## src/logic/aoc_pkg.sv

```systemverilog
// Shared constants for the analog output channel word link
package aoc_pkg;
    // Output word layout
    localparam int          WORD_W       = 16;
    localparam int          DATA_W       = 12;
    localparam int          CH_N         = 4;
    localparam int          SEL_LO_POS   = 12;
    localparam int          SEL_HI_POS   = 13;
    localparam int          ENABLE_POS   = 14;
    localparam int          UNUSED_POS   = 15;
    localparam logic [15:0] DATA_MASK    = 16'h0fff;
    localparam logic [15:0] ENABLE_OR    = 16'h4000;
    localparam logic [4:0]  FULL_BITS    = 5'h10;
    // Current scaling in microamps
    localparam int          CUR_W        = 15;
    localparam logic [14:0] CUR_BASE_UA  = 15'h0fa0;
    localparam logic [14:0] CUR_SPAN_UA  = 15'h3e80;
    localparam logic [11:0] CODE_FULL    = 12'hfff;
    // Controller register byte offsets
    localparam logic [4:0]  OFS_CTRL     = 5'h00;
    localparam logic [4:0]  OFS_DATA0    = 5'h04;
    localparam logic [4:0]  OFS_STATUS   = 5'h14;
    // Control register fields and reset value
    localparam int          CTRL_RUN     = 0;
    localparam int          CTRL_PTR     = 1;
    localparam int          CTRL_BURST   = 2;
    localparam int          CTRL_REMOTE  = 3;
    localparam int          CTRL_ENABLE  = 4;
    localparam logic [4:0]  CTRL_RESET   = 5'h00;
    // Scan period in clock cycles
    localparam int          SCAN_CYCLES  = 16;
    typedef enum logic [1:0] {AOC_IDLE, AOC_BURST} aoc_state_e;
endpackage

```

## src/logic/aoc_if.sv

```systemverilog
// Output word link between controller and analog output device
`timescale 1ns/100ps
interface aoc_if;
    logic [15:0] word;
    logic        word_valid;
    logic [4:0]  word_bits;
    modport dev (input word, input word_valid, input word_bits);
    modport ctl (output word, output word_valid, output word_bits);
endinterface

```

## src/logic/aoc_controller.sv

```systemverilog
// Controller end: Avalon-MM registers, word building, channel sequencing
// Function
// Device takes low twelve bits as value
// Controller masks value to twelve bits first
// Select bits decode channels one to four
// Bit 14 enables all four outputs
// OR 4000 to 7000 per channel
// Whole sixteen-bit word sent; partials discarded
// One channel per scan, wrap after four
// Start at channel one if no flag
// Pointer zero to three, incremented each scan
// Optional all-four burst in one scan
// No burst in remote arrangement
// Code maps linearly onto 4 to 20 mA
// Bit 15 ignored by device
// Channel holds value until reselected
//
// Our own choices: the placing of the registers and the Avalon-MM slave port.
`timescale 1ns/100ps
module aoc_controller
    import aoc_pkg::*;
#(
    parameter int SCAN_LEN = SCAN_CYCLES
)(
    input  wire logic        clk,
    input  wire logic        nrst,
    aoc_if.ctl               link,
    input  wire logic [4:0]  avs_address,
    input  wire logic        avs_read,
    input  wire logic        avs_write,
    input  wire logic [31:0] avs_writedata,
    output logic [31:0]      avs_readdata,
    output logic             avs_waitrequest
);
    logic [4:0]                 ctrl_r;
    logic [CH_N-1:0][DATA_W-1:0] data_r;
    logic                       wait_r;
    logic [31:0]                rdata_r;
    logic [$clog2(SCAN_LEN)-1:0] scan_cnt_r;
    logic                       scan_tick;
    logic [3:0]                 step_flags_r;
    logic                       restart_r;
    logic [1:0]                 chan_ptr_r;
    logic [1:0]                 burst_ch_r;
    aoc_state_e                 state_r;
    logic [15:0]                word_r;
    logic                       valid_r;
    logic [15:0]                sent_cnt_r;
    logic                       wr_go;
    logic                       burst_ok;
    logic [1:0]                 seq_ch;

    // Build one output word from raw data, channel and enable
    function automatic logic [15:0] make_word(input logic [DATA_W-1:0] raw,
                                              input logic [1:0] ch,
                                              input logic en);
        logic [15:0] w;
        w = 16'(raw) & DATA_MASK;
        if (en) begin
            w = w | ENABLE_OR | {2'b00, ch, 12'h000};
        end else begin
            w = w | {2'b00, ch, 12'h000};
        end
        return w;
    endfunction

    // One-hot step flag to channel index
    function automatic logic [1:0] flag_to_ch(input logic [3:0] f);
        logic [1:0] c;
        c = 2'b00;
        case (f)
            4'h2:    c = 2'b01;
            4'h4:    c = 2'b10;
            4'h8:    c = 2'b11;
            default: c = 2'b00;
        endcase
        return c;
    endfunction

    ////////////////////////////////////////////////////////////////////////
    // Avalon-MM slave, one wait cycle per access
    assign wr_go = avs_write && !wait_r;

    always_ff @(posedge clk or negedge nrst) begin
        if (!nrst) begin
            wait_r <= 1'b1;
        end else begin
            wait_r <= !((avs_read || avs_write) && wait_r);
        end
    end

    // Read data prepared during the wait cycle
    always_ff @(posedge clk or negedge nrst) begin
        if (!nrst) begin
            rdata_r <= 32'h0000_0000;
        end else if (avs_read && wait_r) begin
            case (avs_address)
                OFS_CTRL:   rdata_r <= {27'h0, ctrl_r};
                5'h04:      rdata_r <= {20'h0, data_r[0]};
                5'h08:      rdata_r <= {20'h0, data_r[1]};
                5'h0c:      rdata_r <= {20'h0, data_r[2]};
                5'h10:      rdata_r <= {20'h0, data_r[3]};
                OFS_STATUS: rdata_r <= {sent_cnt_r, 8'h00, state_r == AOC_BURST,
                                        chan_ptr_r, step_flags_r, restart_r};
                default:    rdata_r <= 32'h0000_0000;
            endcase
        end
    end

    // Control register
    always_ff @(posedge clk or negedge nrst) begin
        if (!nrst) begin
            ctrl_r <= CTRL_RESET;
        end else if (wr_go && avs_address == OFS_CTRL) begin
            ctrl_r <= avs_writedata[4:0];
        end
    end

    // Channel data registers, low twelve bits of each write kept
    always_ff @(posedge clk or negedge nrst) begin
        if (!nrst) begin
            data_r <= '0;
        end else if (wr_go && avs_address >= OFS_DATA0 && avs_address < OFS_STATUS
                     && avs_address[1:0] == 2'b00) begin
            data_r[2'(avs_address[4:2] - 3'h1)] <= avs_writedata[DATA_W-1:0];
        end
    end

    ////////////////////////////////////////////////////////////////////////
    // Scan timer
    assign scan_tick = (scan_cnt_r == ($clog2(SCAN_LEN))'(SCAN_LEN - 1));

    always_ff @(posedge clk or negedge nrst) begin
        if (!nrst) begin
            scan_cnt_r <= '0;
        end else if (scan_tick) begin
            scan_cnt_r <= '0;
        end else begin
            scan_cnt_r <= scan_cnt_r + 1'b1;
        end
    end

    ////////////////////////////////////////////////////////////////////////
    // Sequencing by step flags
    assign burst_ok = ctrl_r[CTRL_BURST] && !ctrl_r[CTRL_REMOTE];

    always_ff @(posedge clk or negedge nrst) begin
        if (!nrst) begin
            step_flags_r <= 4'h0;
            restart_r    <= 1'b0;
        end else if (scan_tick && ctrl_r[CTRL_RUN] && !burst_ok
                     && !ctrl_r[CTRL_PTR]) begin
            restart_r <= step_flags_r[3];
            if (step_flags_r[3] || !(step_flags_r inside {4'h1, 4'h2, 4'h4})) begin
                step_flags_r <= 4'h1;
            end else begin
                step_flags_r <= {step_flags_r[2:0], 1'b0};
            end
        end
    end

    // Sequencing by channel pointer, wraps three to zero
    always_ff @(posedge clk or negedge nrst) begin
        if (!nrst) begin
            chan_ptr_r <= 2'b11;
        end else if (scan_tick && ctrl_r[CTRL_RUN] && !burst_ok
                     && ctrl_r[CTRL_PTR]) begin
            chan_ptr_r <= chan_ptr_r + 2'b01;
        end
    end

    // Channel chosen for this scan
    always_comb begin
        seq_ch = 2'b00;
        if (ctrl_r[CTRL_PTR]) begin
            seq_ch = chan_ptr_r + 2'b01;
        end else if (step_flags_r[3] || !(step_flags_r inside {4'h1, 4'h2, 4'h4})) begin
            seq_ch = 2'b00;
        end else begin
            seq_ch = flag_to_ch({step_flags_r[2:0], 1'b0});
        end
    end

    ////////////////////////////////////////////////////////////////////////
    // Burst of four words in one scan
    always_ff @(posedge clk or negedge nrst) begin
        if (!nrst) begin
            state_r    <= AOC_IDLE;
            burst_ch_r <= 2'b00;
        end else begin
            case (state_r)
                AOC_IDLE: begin
                    if (scan_tick && ctrl_r[CTRL_RUN] && burst_ok) begin
                        state_r    <= AOC_BURST;
                        burst_ch_r <= 2'b00;
                    end
                end
                AOC_BURST: begin
                    burst_ch_r <= burst_ch_r + 2'b01;
                    if (burst_ch_r == 2'b11) begin
                        state_r <= AOC_IDLE;
                    end
                end
                default: state_r <= AOC_IDLE;
            endcase
        end
    end

    ////////////////////////////////////////////////////////////////////////
    // Word launch, always all sixteen bits in one strobe
    always_ff @(posedge clk or negedge nrst) begin
        if (!nrst) begin
            word_r  <= 16'h0000;
            valid_r <= 1'b0;
        end else if (state_r == AOC_BURST) begin
            word_r  <= make_word(data_r[burst_ch_r], burst_ch_r, ctrl_r[CTRL_ENABLE]);
            valid_r <= 1'b1;
        end else if (scan_tick && ctrl_r[CTRL_RUN] && !burst_ok) begin
            word_r  <= make_word(data_r[seq_ch], seq_ch, ctrl_r[CTRL_ENABLE]);
            valid_r <= 1'b1;
        end else begin
            valid_r <= 1'b0;
        end
    end

    // Count of words sent
    always_ff @(posedge clk or negedge nrst) begin
        if (!nrst) begin
            sent_cnt_r <= 16'h0000;
        end else if (valid_r) begin
            sent_cnt_r <= sent_cnt_r + 16'h0001;
        end
    end

    ////////////////////////////////////////////////////////////////////////
    // Outputs
    assign link.word       = word_r;
    assign link.word_valid = valid_r;
    assign link.word_bits  = FULL_BITS;
    assign avs_readdata    = rdata_r;
    assign avs_waitrequest = wait_r;
endmodule // aoc_controller

```

## src/flat_wrapper.sv

```systemverilog
// flat-port wrapper written by rule: the top's interface ports become plain ports
module aoc_controller_flat import aoc_pkg::*;
#(
    parameter int SCAN_LEN = SCAN_CYCLES
)
  (clk, nrst, avs_address, avs_read, avs_write, avs_writedata, avs_readdata, avs_waitrequest, link_word, link_word_valid, link_word_bits);
  aoc_if link_i ();
  input  wire logic clk;
  input  wire logic nrst;
  input  wire logic [4:0] avs_address;
  input  wire logic avs_read;
  input  wire logic avs_write;
  input  wire logic [31:0] avs_writedata;
  output logic [31:0] avs_readdata;
  output logic avs_waitrequest;
  output wire logic [$bits(link_i.word)-1:0] link_word;
  output wire logic [$bits(link_i.word_valid)-1:0] link_word_valid;
  output wire logic [$bits(link_i.word_bits)-1:0] link_word_bits;
  assign link_word = link_i.word;
  assign link_word_valid = link_i.word_valid;
  assign link_word_bits = link_i.word_bits;
  aoc_controller #(.SCAN_LEN(SCAN_LEN)) u_core (.clk(clk), .nrst(nrst), .link(link_i), .avs_address(avs_address), .avs_read(avs_read), .avs_write(avs_write), .avs_writedata(avs_writedata), .avs_readdata(avs_readdata), .avs_waitrequest(avs_waitrequest));
endmodule
```

## config.mk

```make
export PLATFORM = sky130hd
export DESIGN_NAME = aoc_controller_flat
export DESIGN_NICKNAME = d
export VERILOG_FILES = /design/src/logic/aoc_pkg.sv /design/src/logic/aoc_if.sv /design/src/logic/aoc_controller.sv /design/src/flat_wrapper.sv
export SDC_FILE = /design/constraint.sdc
export NUM_CORES = 1
export LEC_CHECK = 0
export BUFFER_PORTS_ARGS = -buffer_cell sky130_fd_sc_hd__buf_4
export CORE_UTILIZATION = 50
export DETAILED_ROUTE_END_ITERATION = 16
export GPL_ROUTABILITY_DRIVEN = 0
export PLACE_DENSITY = 0.72
export SLEW_MARGIN = 20
export SYNTH_ARGS = -nofsm -noshare
export SYNTH_HDL_FRONTEND = slang
export SYNTH_SLANG_ARGS = --single-unit
```

## constraint.sdc

```tcl
create_clock -name clk -period 5.42 [get_ports clk]
set_clock_uncertainty 0.2 [all_clocks]
set_input_delay 0.271 -clock clk [delete_from_list [all_inputs] [get_ports clk]]
set_output_delay 0.271 -clock clk [all_outputs]
set_load 0.01 [all_outputs]
```

==> flow_metrics.py <==
metrics = {
    "logic_synthesis": {
        "synth-seq-cells": 128,
        "yosysWarnings": 0,
        "synth_edf_count": 0,
        "syn_area_sq_mm": 0.006286,
        "postSynthAreaPerCell_sq_um": 12.33,
        "synth_area_leaders": "dfrtp_1 50%, mux2i_1 5.7%, mux2_1 5.6%, mux2_2 5.2%, mux4_2 4.7%",
        "postSynthCellCount": 510,
        "dominantRegCellSynth": "dfrtp_1",
        "synthArstFlopShare": 1.000,
        "synth_top_area_frac": 0.4976,
        "synth_largest_area_cell": "dfrtp_1",
        "yosysSeqAreaShare": 0.5102,
        "ys_types": 47,
    },
    "grt": {
        "grt_max_degree": 68,
        "antenna_found_initial": 0,
        "grtUsageTotal": 0.2483,
        "grt_pass1_wl_um": 23910,
        "overflow": 0,
        "grt_pass1_vias": 4502,
    },
    "floorplanning": {
        "die_y_um": 114.1,
        "num_rows": 40,
        "coreArea_sq_mm": 0.01211,
        "dieWidth_um": 114.1,
        "start_util": 0.5190,
        "boundaryPins": 96,
        "dieArea_sq_mm": 0.01302,
    },
    "place": {
        "place_area_sq_mm": 0.006795,
        "place_hpwl_um": 9712,
        "pre_cts_ws_ps": 2277,
        "place.port_buffers": 65,
    },
    "critical_path": {
        "start_kind": "flop",
        "path_class": "reg2reg",
        "worstPathArrival_ps": 3310,
        "critPathMaxFanout": 29,
        "endpoint_kind": "flop",
        "required_ps": 5570,
    },
    "timing": {
        "setup_viol": 0,
        "final_max_slew_viol_count": 0,
        "worst_pin_slew_ps": 1097,
        "setup_tns_ps": 0,
        "holdWs_ps": 69.67,
        "period_share": 0.5845,
        "hold_viol_final": 0,
        "fmax_mhz": 315.7,
        "setup_slack_ps": 2252,
        "rsz0062_at_grt": "false",
        "slew_headroom": 0.2673,
        "fin_crit_ps": 3168,
    },
    "power_and_ir_drop": {
        "sw_frac_of_total": 0.2654,
        "pwr-share-clk": 0.390,
        "leakage_nw": 3.672,
        "power.density_mw_per_mm2": 371.9,
        "p_int_mw": 2.052,
        "pwr-share-comb": 0.178,
        "ir_drop_uv": 182.4,
        "power.net_switching_uw": 741.4,
        "seqPwrFrac": 0.432,
    },
    "cells_and_area": {
        "multi_input_area_sq_mm": 0.002849,
        "layout.area.seq_sq_mm": 0.003207,
        "layout.nets": 620,
        "final_cell_area_sq_mm": 0.007511,
        "fillers": 985,
        "drive_gt1_frac": 0.2453,
        "final_util": 0.6201,
        "antenna_cells": 0,
        "syn2layout_area_growth_pct": 19.49,
    },
    "clock_network": {
        "cts_max_path_buffers": 2,
        "clockRootBuffer": "clkbuf_16",
        "cts_sinks": 128,
        "path_clk_slew_ps": 50,
        "htreeDepth": 4,
        "cts_tree": "done",
        "clock_latency_ps": 410,
        "hold_buffers": 15,
        "cts_setup_buffers": 0,
        "cts_resized": 0,
        "cts_buffers": 17,
    },
    "min_path": {
        "hp-class": "in2reg",
    },
    "detailed_routing": {
        "first_pass_iters": 5,
        "drtAntennaViolNets": 0,
        "wl_um": 14850,
        "drtIter0Drc": 225,
        "via_per_inst": 5.913,
        "vias": 4464,
        "drcViolationCount": 0,
        "wl_per_cell_um": 19.66,
    },
    "job": {
        "max_cap_viol_count": 0,
    },
    "run_status": {
        "status": "finished, final reports clean",
    },
}
## path summary, 6_finish.rpt
kind	cells past startpoint	endpoint	slack [ps]	startpoint
worst max-delay path	5	u_core.avs_readdata[3]$_DFFE_PN0P_	2250	u_core.avs_waitrequest$_DFF_PN1_
worst min-delay path	3	u_core.avs_readdata[10]$_DFFE_PN0P_	70	avs_address[1]
worst max register to register	5	u_core.avs_readdata[3]$_DFFE_PN0P_	2250	u_core.avs_waitrequest$_DFF_PN1_
worst min register to register	1	u_core.sent_cnt_r[15]$_DFFE_PN0P_	290	u_core.sent_cnt_r[15]$_DFFE_PN0P_
max in group asynchronous	3	u_core.link.word[6]$_DFFE_PN0P_	3440	nrst
min in group asynchronous	2	u_core.avs_readdata[30]$_DFFE_PN0P_	300	nrst
## worst max-delay path: stages (launching register included)
cell and delay, ps:
dfstp_2 550, nand2_1 620, nor3_1 690, a21boi_2 640, o21ai_1 280, nand2_1 110
## cell type report
type | count | area share
flip-flops and latches | 128 | 0.4270
well taps | 168 | 0.02799
clock inverters | 5 | 0.01066
clock buffers | 25 | 0.06463
inverters | 5 | 0.002499
repair buffers | 83 | 0.08796
multi-input cells | 341 | 0.3793
## metrics by stage
stage                     std cells  power (mW)
after floorplan                 518       1.526
after CTS                       755       2.814
after detailed placement        710       1.709
final                           755       2.793
after global placement          710       1.686
after global routing            755       2.918
## layout by cell type (no fill, tap or decap), types with 2 or more instances in the layout
| master | n |
|---|---|
| ha_1 | 3 |
| a21o_1 | 11 |
| and3_1 | 2 |
| o22ai_1 | 5 |
| xnor2_1 | 11 |
| nor3_1 | 4 |
| dfstp_2 | 3 |
| a21oi_1 | 9 |
| o21ai_0 | 12 |
| bufinv_16 | 2 |
| mux2_1 | 31 |
| mux4_2 | 13 |
| buf_4 | 68 |
| mux2i_1 | 36 |
| xor2_1 | 10 |
| a22oi_1 | 8 |
| or3_1 | 2 |
| clkbuf_16 | 17 |
| mux2_2 | 29 |
| conb_1 | 10 |
| inv_1 | 5 |
| nor2_1 | 19 |
| clkbuf_1 | 5 |
| nand2b_1 | 4 |
| nor2b_1 | 9 |
| dlygate4sd3_1 | 15 |
| dfrtp_1 | 125 |
| nand4_1 | 5 |
| nor3_2 | 2 |
| o221ai_1 | 15 |
| and2_1 | 2 |
| a22o_1 | 30 |
| nand3_1 | 11 |
| o21ai_1 | 11 |
| clkinvlp_4 | 2 |
| and4_1 | 2 |
| clkbuf_8 | 3 |
| nand2_1 | 24 |
## power by group through the flow
stage / registers [mW] / clock network (mW) / logic, mW
global route: 1.23 / 1.15 / 0.541
floorplan: 1.18 / 0 / 0.351
global placement: 1.21 / 0 / 0.475
finish: 1.21 / 1.09 / 0.498
CTS: 1.21 / 1.11 / 0.501
detailed placement: 1.22 / 0 / 0.488
## registers in the layout, indices dropped and copies added, names as in the netlist, 2 cells and up
register and flops:
u_core.avs_readdata 28, u_core.ctrl_r 5, u_core.step_flags_r 4, u_core.burst_ch_r 2
u_core.chan_ptr_r 2, u_core.link.word 15, u_core.sent_cnt_r 16, u_core.scan_cnt_r 4
u_core.data_r 48
## cell families (layout without fill, tap and decap cells)
group,Yosys count,count (layout),synth area share
adder cells (fa/ha/maj),3,3,0.005972
other,2,10,0.001195
AND/OR/NAND/NOR,89,89,0.07205
multiplexers,109,109,0.2114
buffers and inverters,49,118,0.04140
XOR/XNOR,21,21,0.02926
AO/OA/AOI/OAI,109,109,0.1286
flip-flops,128,128,0.5102
## synthesized netlist by cell type (2+ instances only)
master,instances
and3_1,2
mux2i_1,36
buf_2,19
ha_1,3
inv_1,5
nor2_1,19
a22o_1,30
o21ai_1,11
a21o_1,11
nand2_1,24
nand2b_1,4
dfrtp_1,125
buf_4,12
buf_1,3
dfstp_2,3
and2_1,2
conb_1,2
a22oi_1,8
mux2_1,31
nor3_2,2
nor3_1,4
o21ai_0,12
nand3_1,11
o22ai_1,5
or3_1,2
and4_1,2
a21oi_1,9
o221ai_1,15
mux2_2,29
nor2b_1,9
nand4_1,5
xor2_1,10
xnor2_1,11
mux4_2,13
clkbuf_1,9
## routing by layer
metal / share of wire / wire length, um / global-route usage
met1: 0.45 / 6641 / 0.3273
met2: 0.47 / 7008 / 0.3911
met3: 0.053 / 786 / 0.05294
met4: 0.028 / 409 / 0.1238
met5: 0 / 0 / 0
Note: power is estimated with default switching activity, not from simulation.
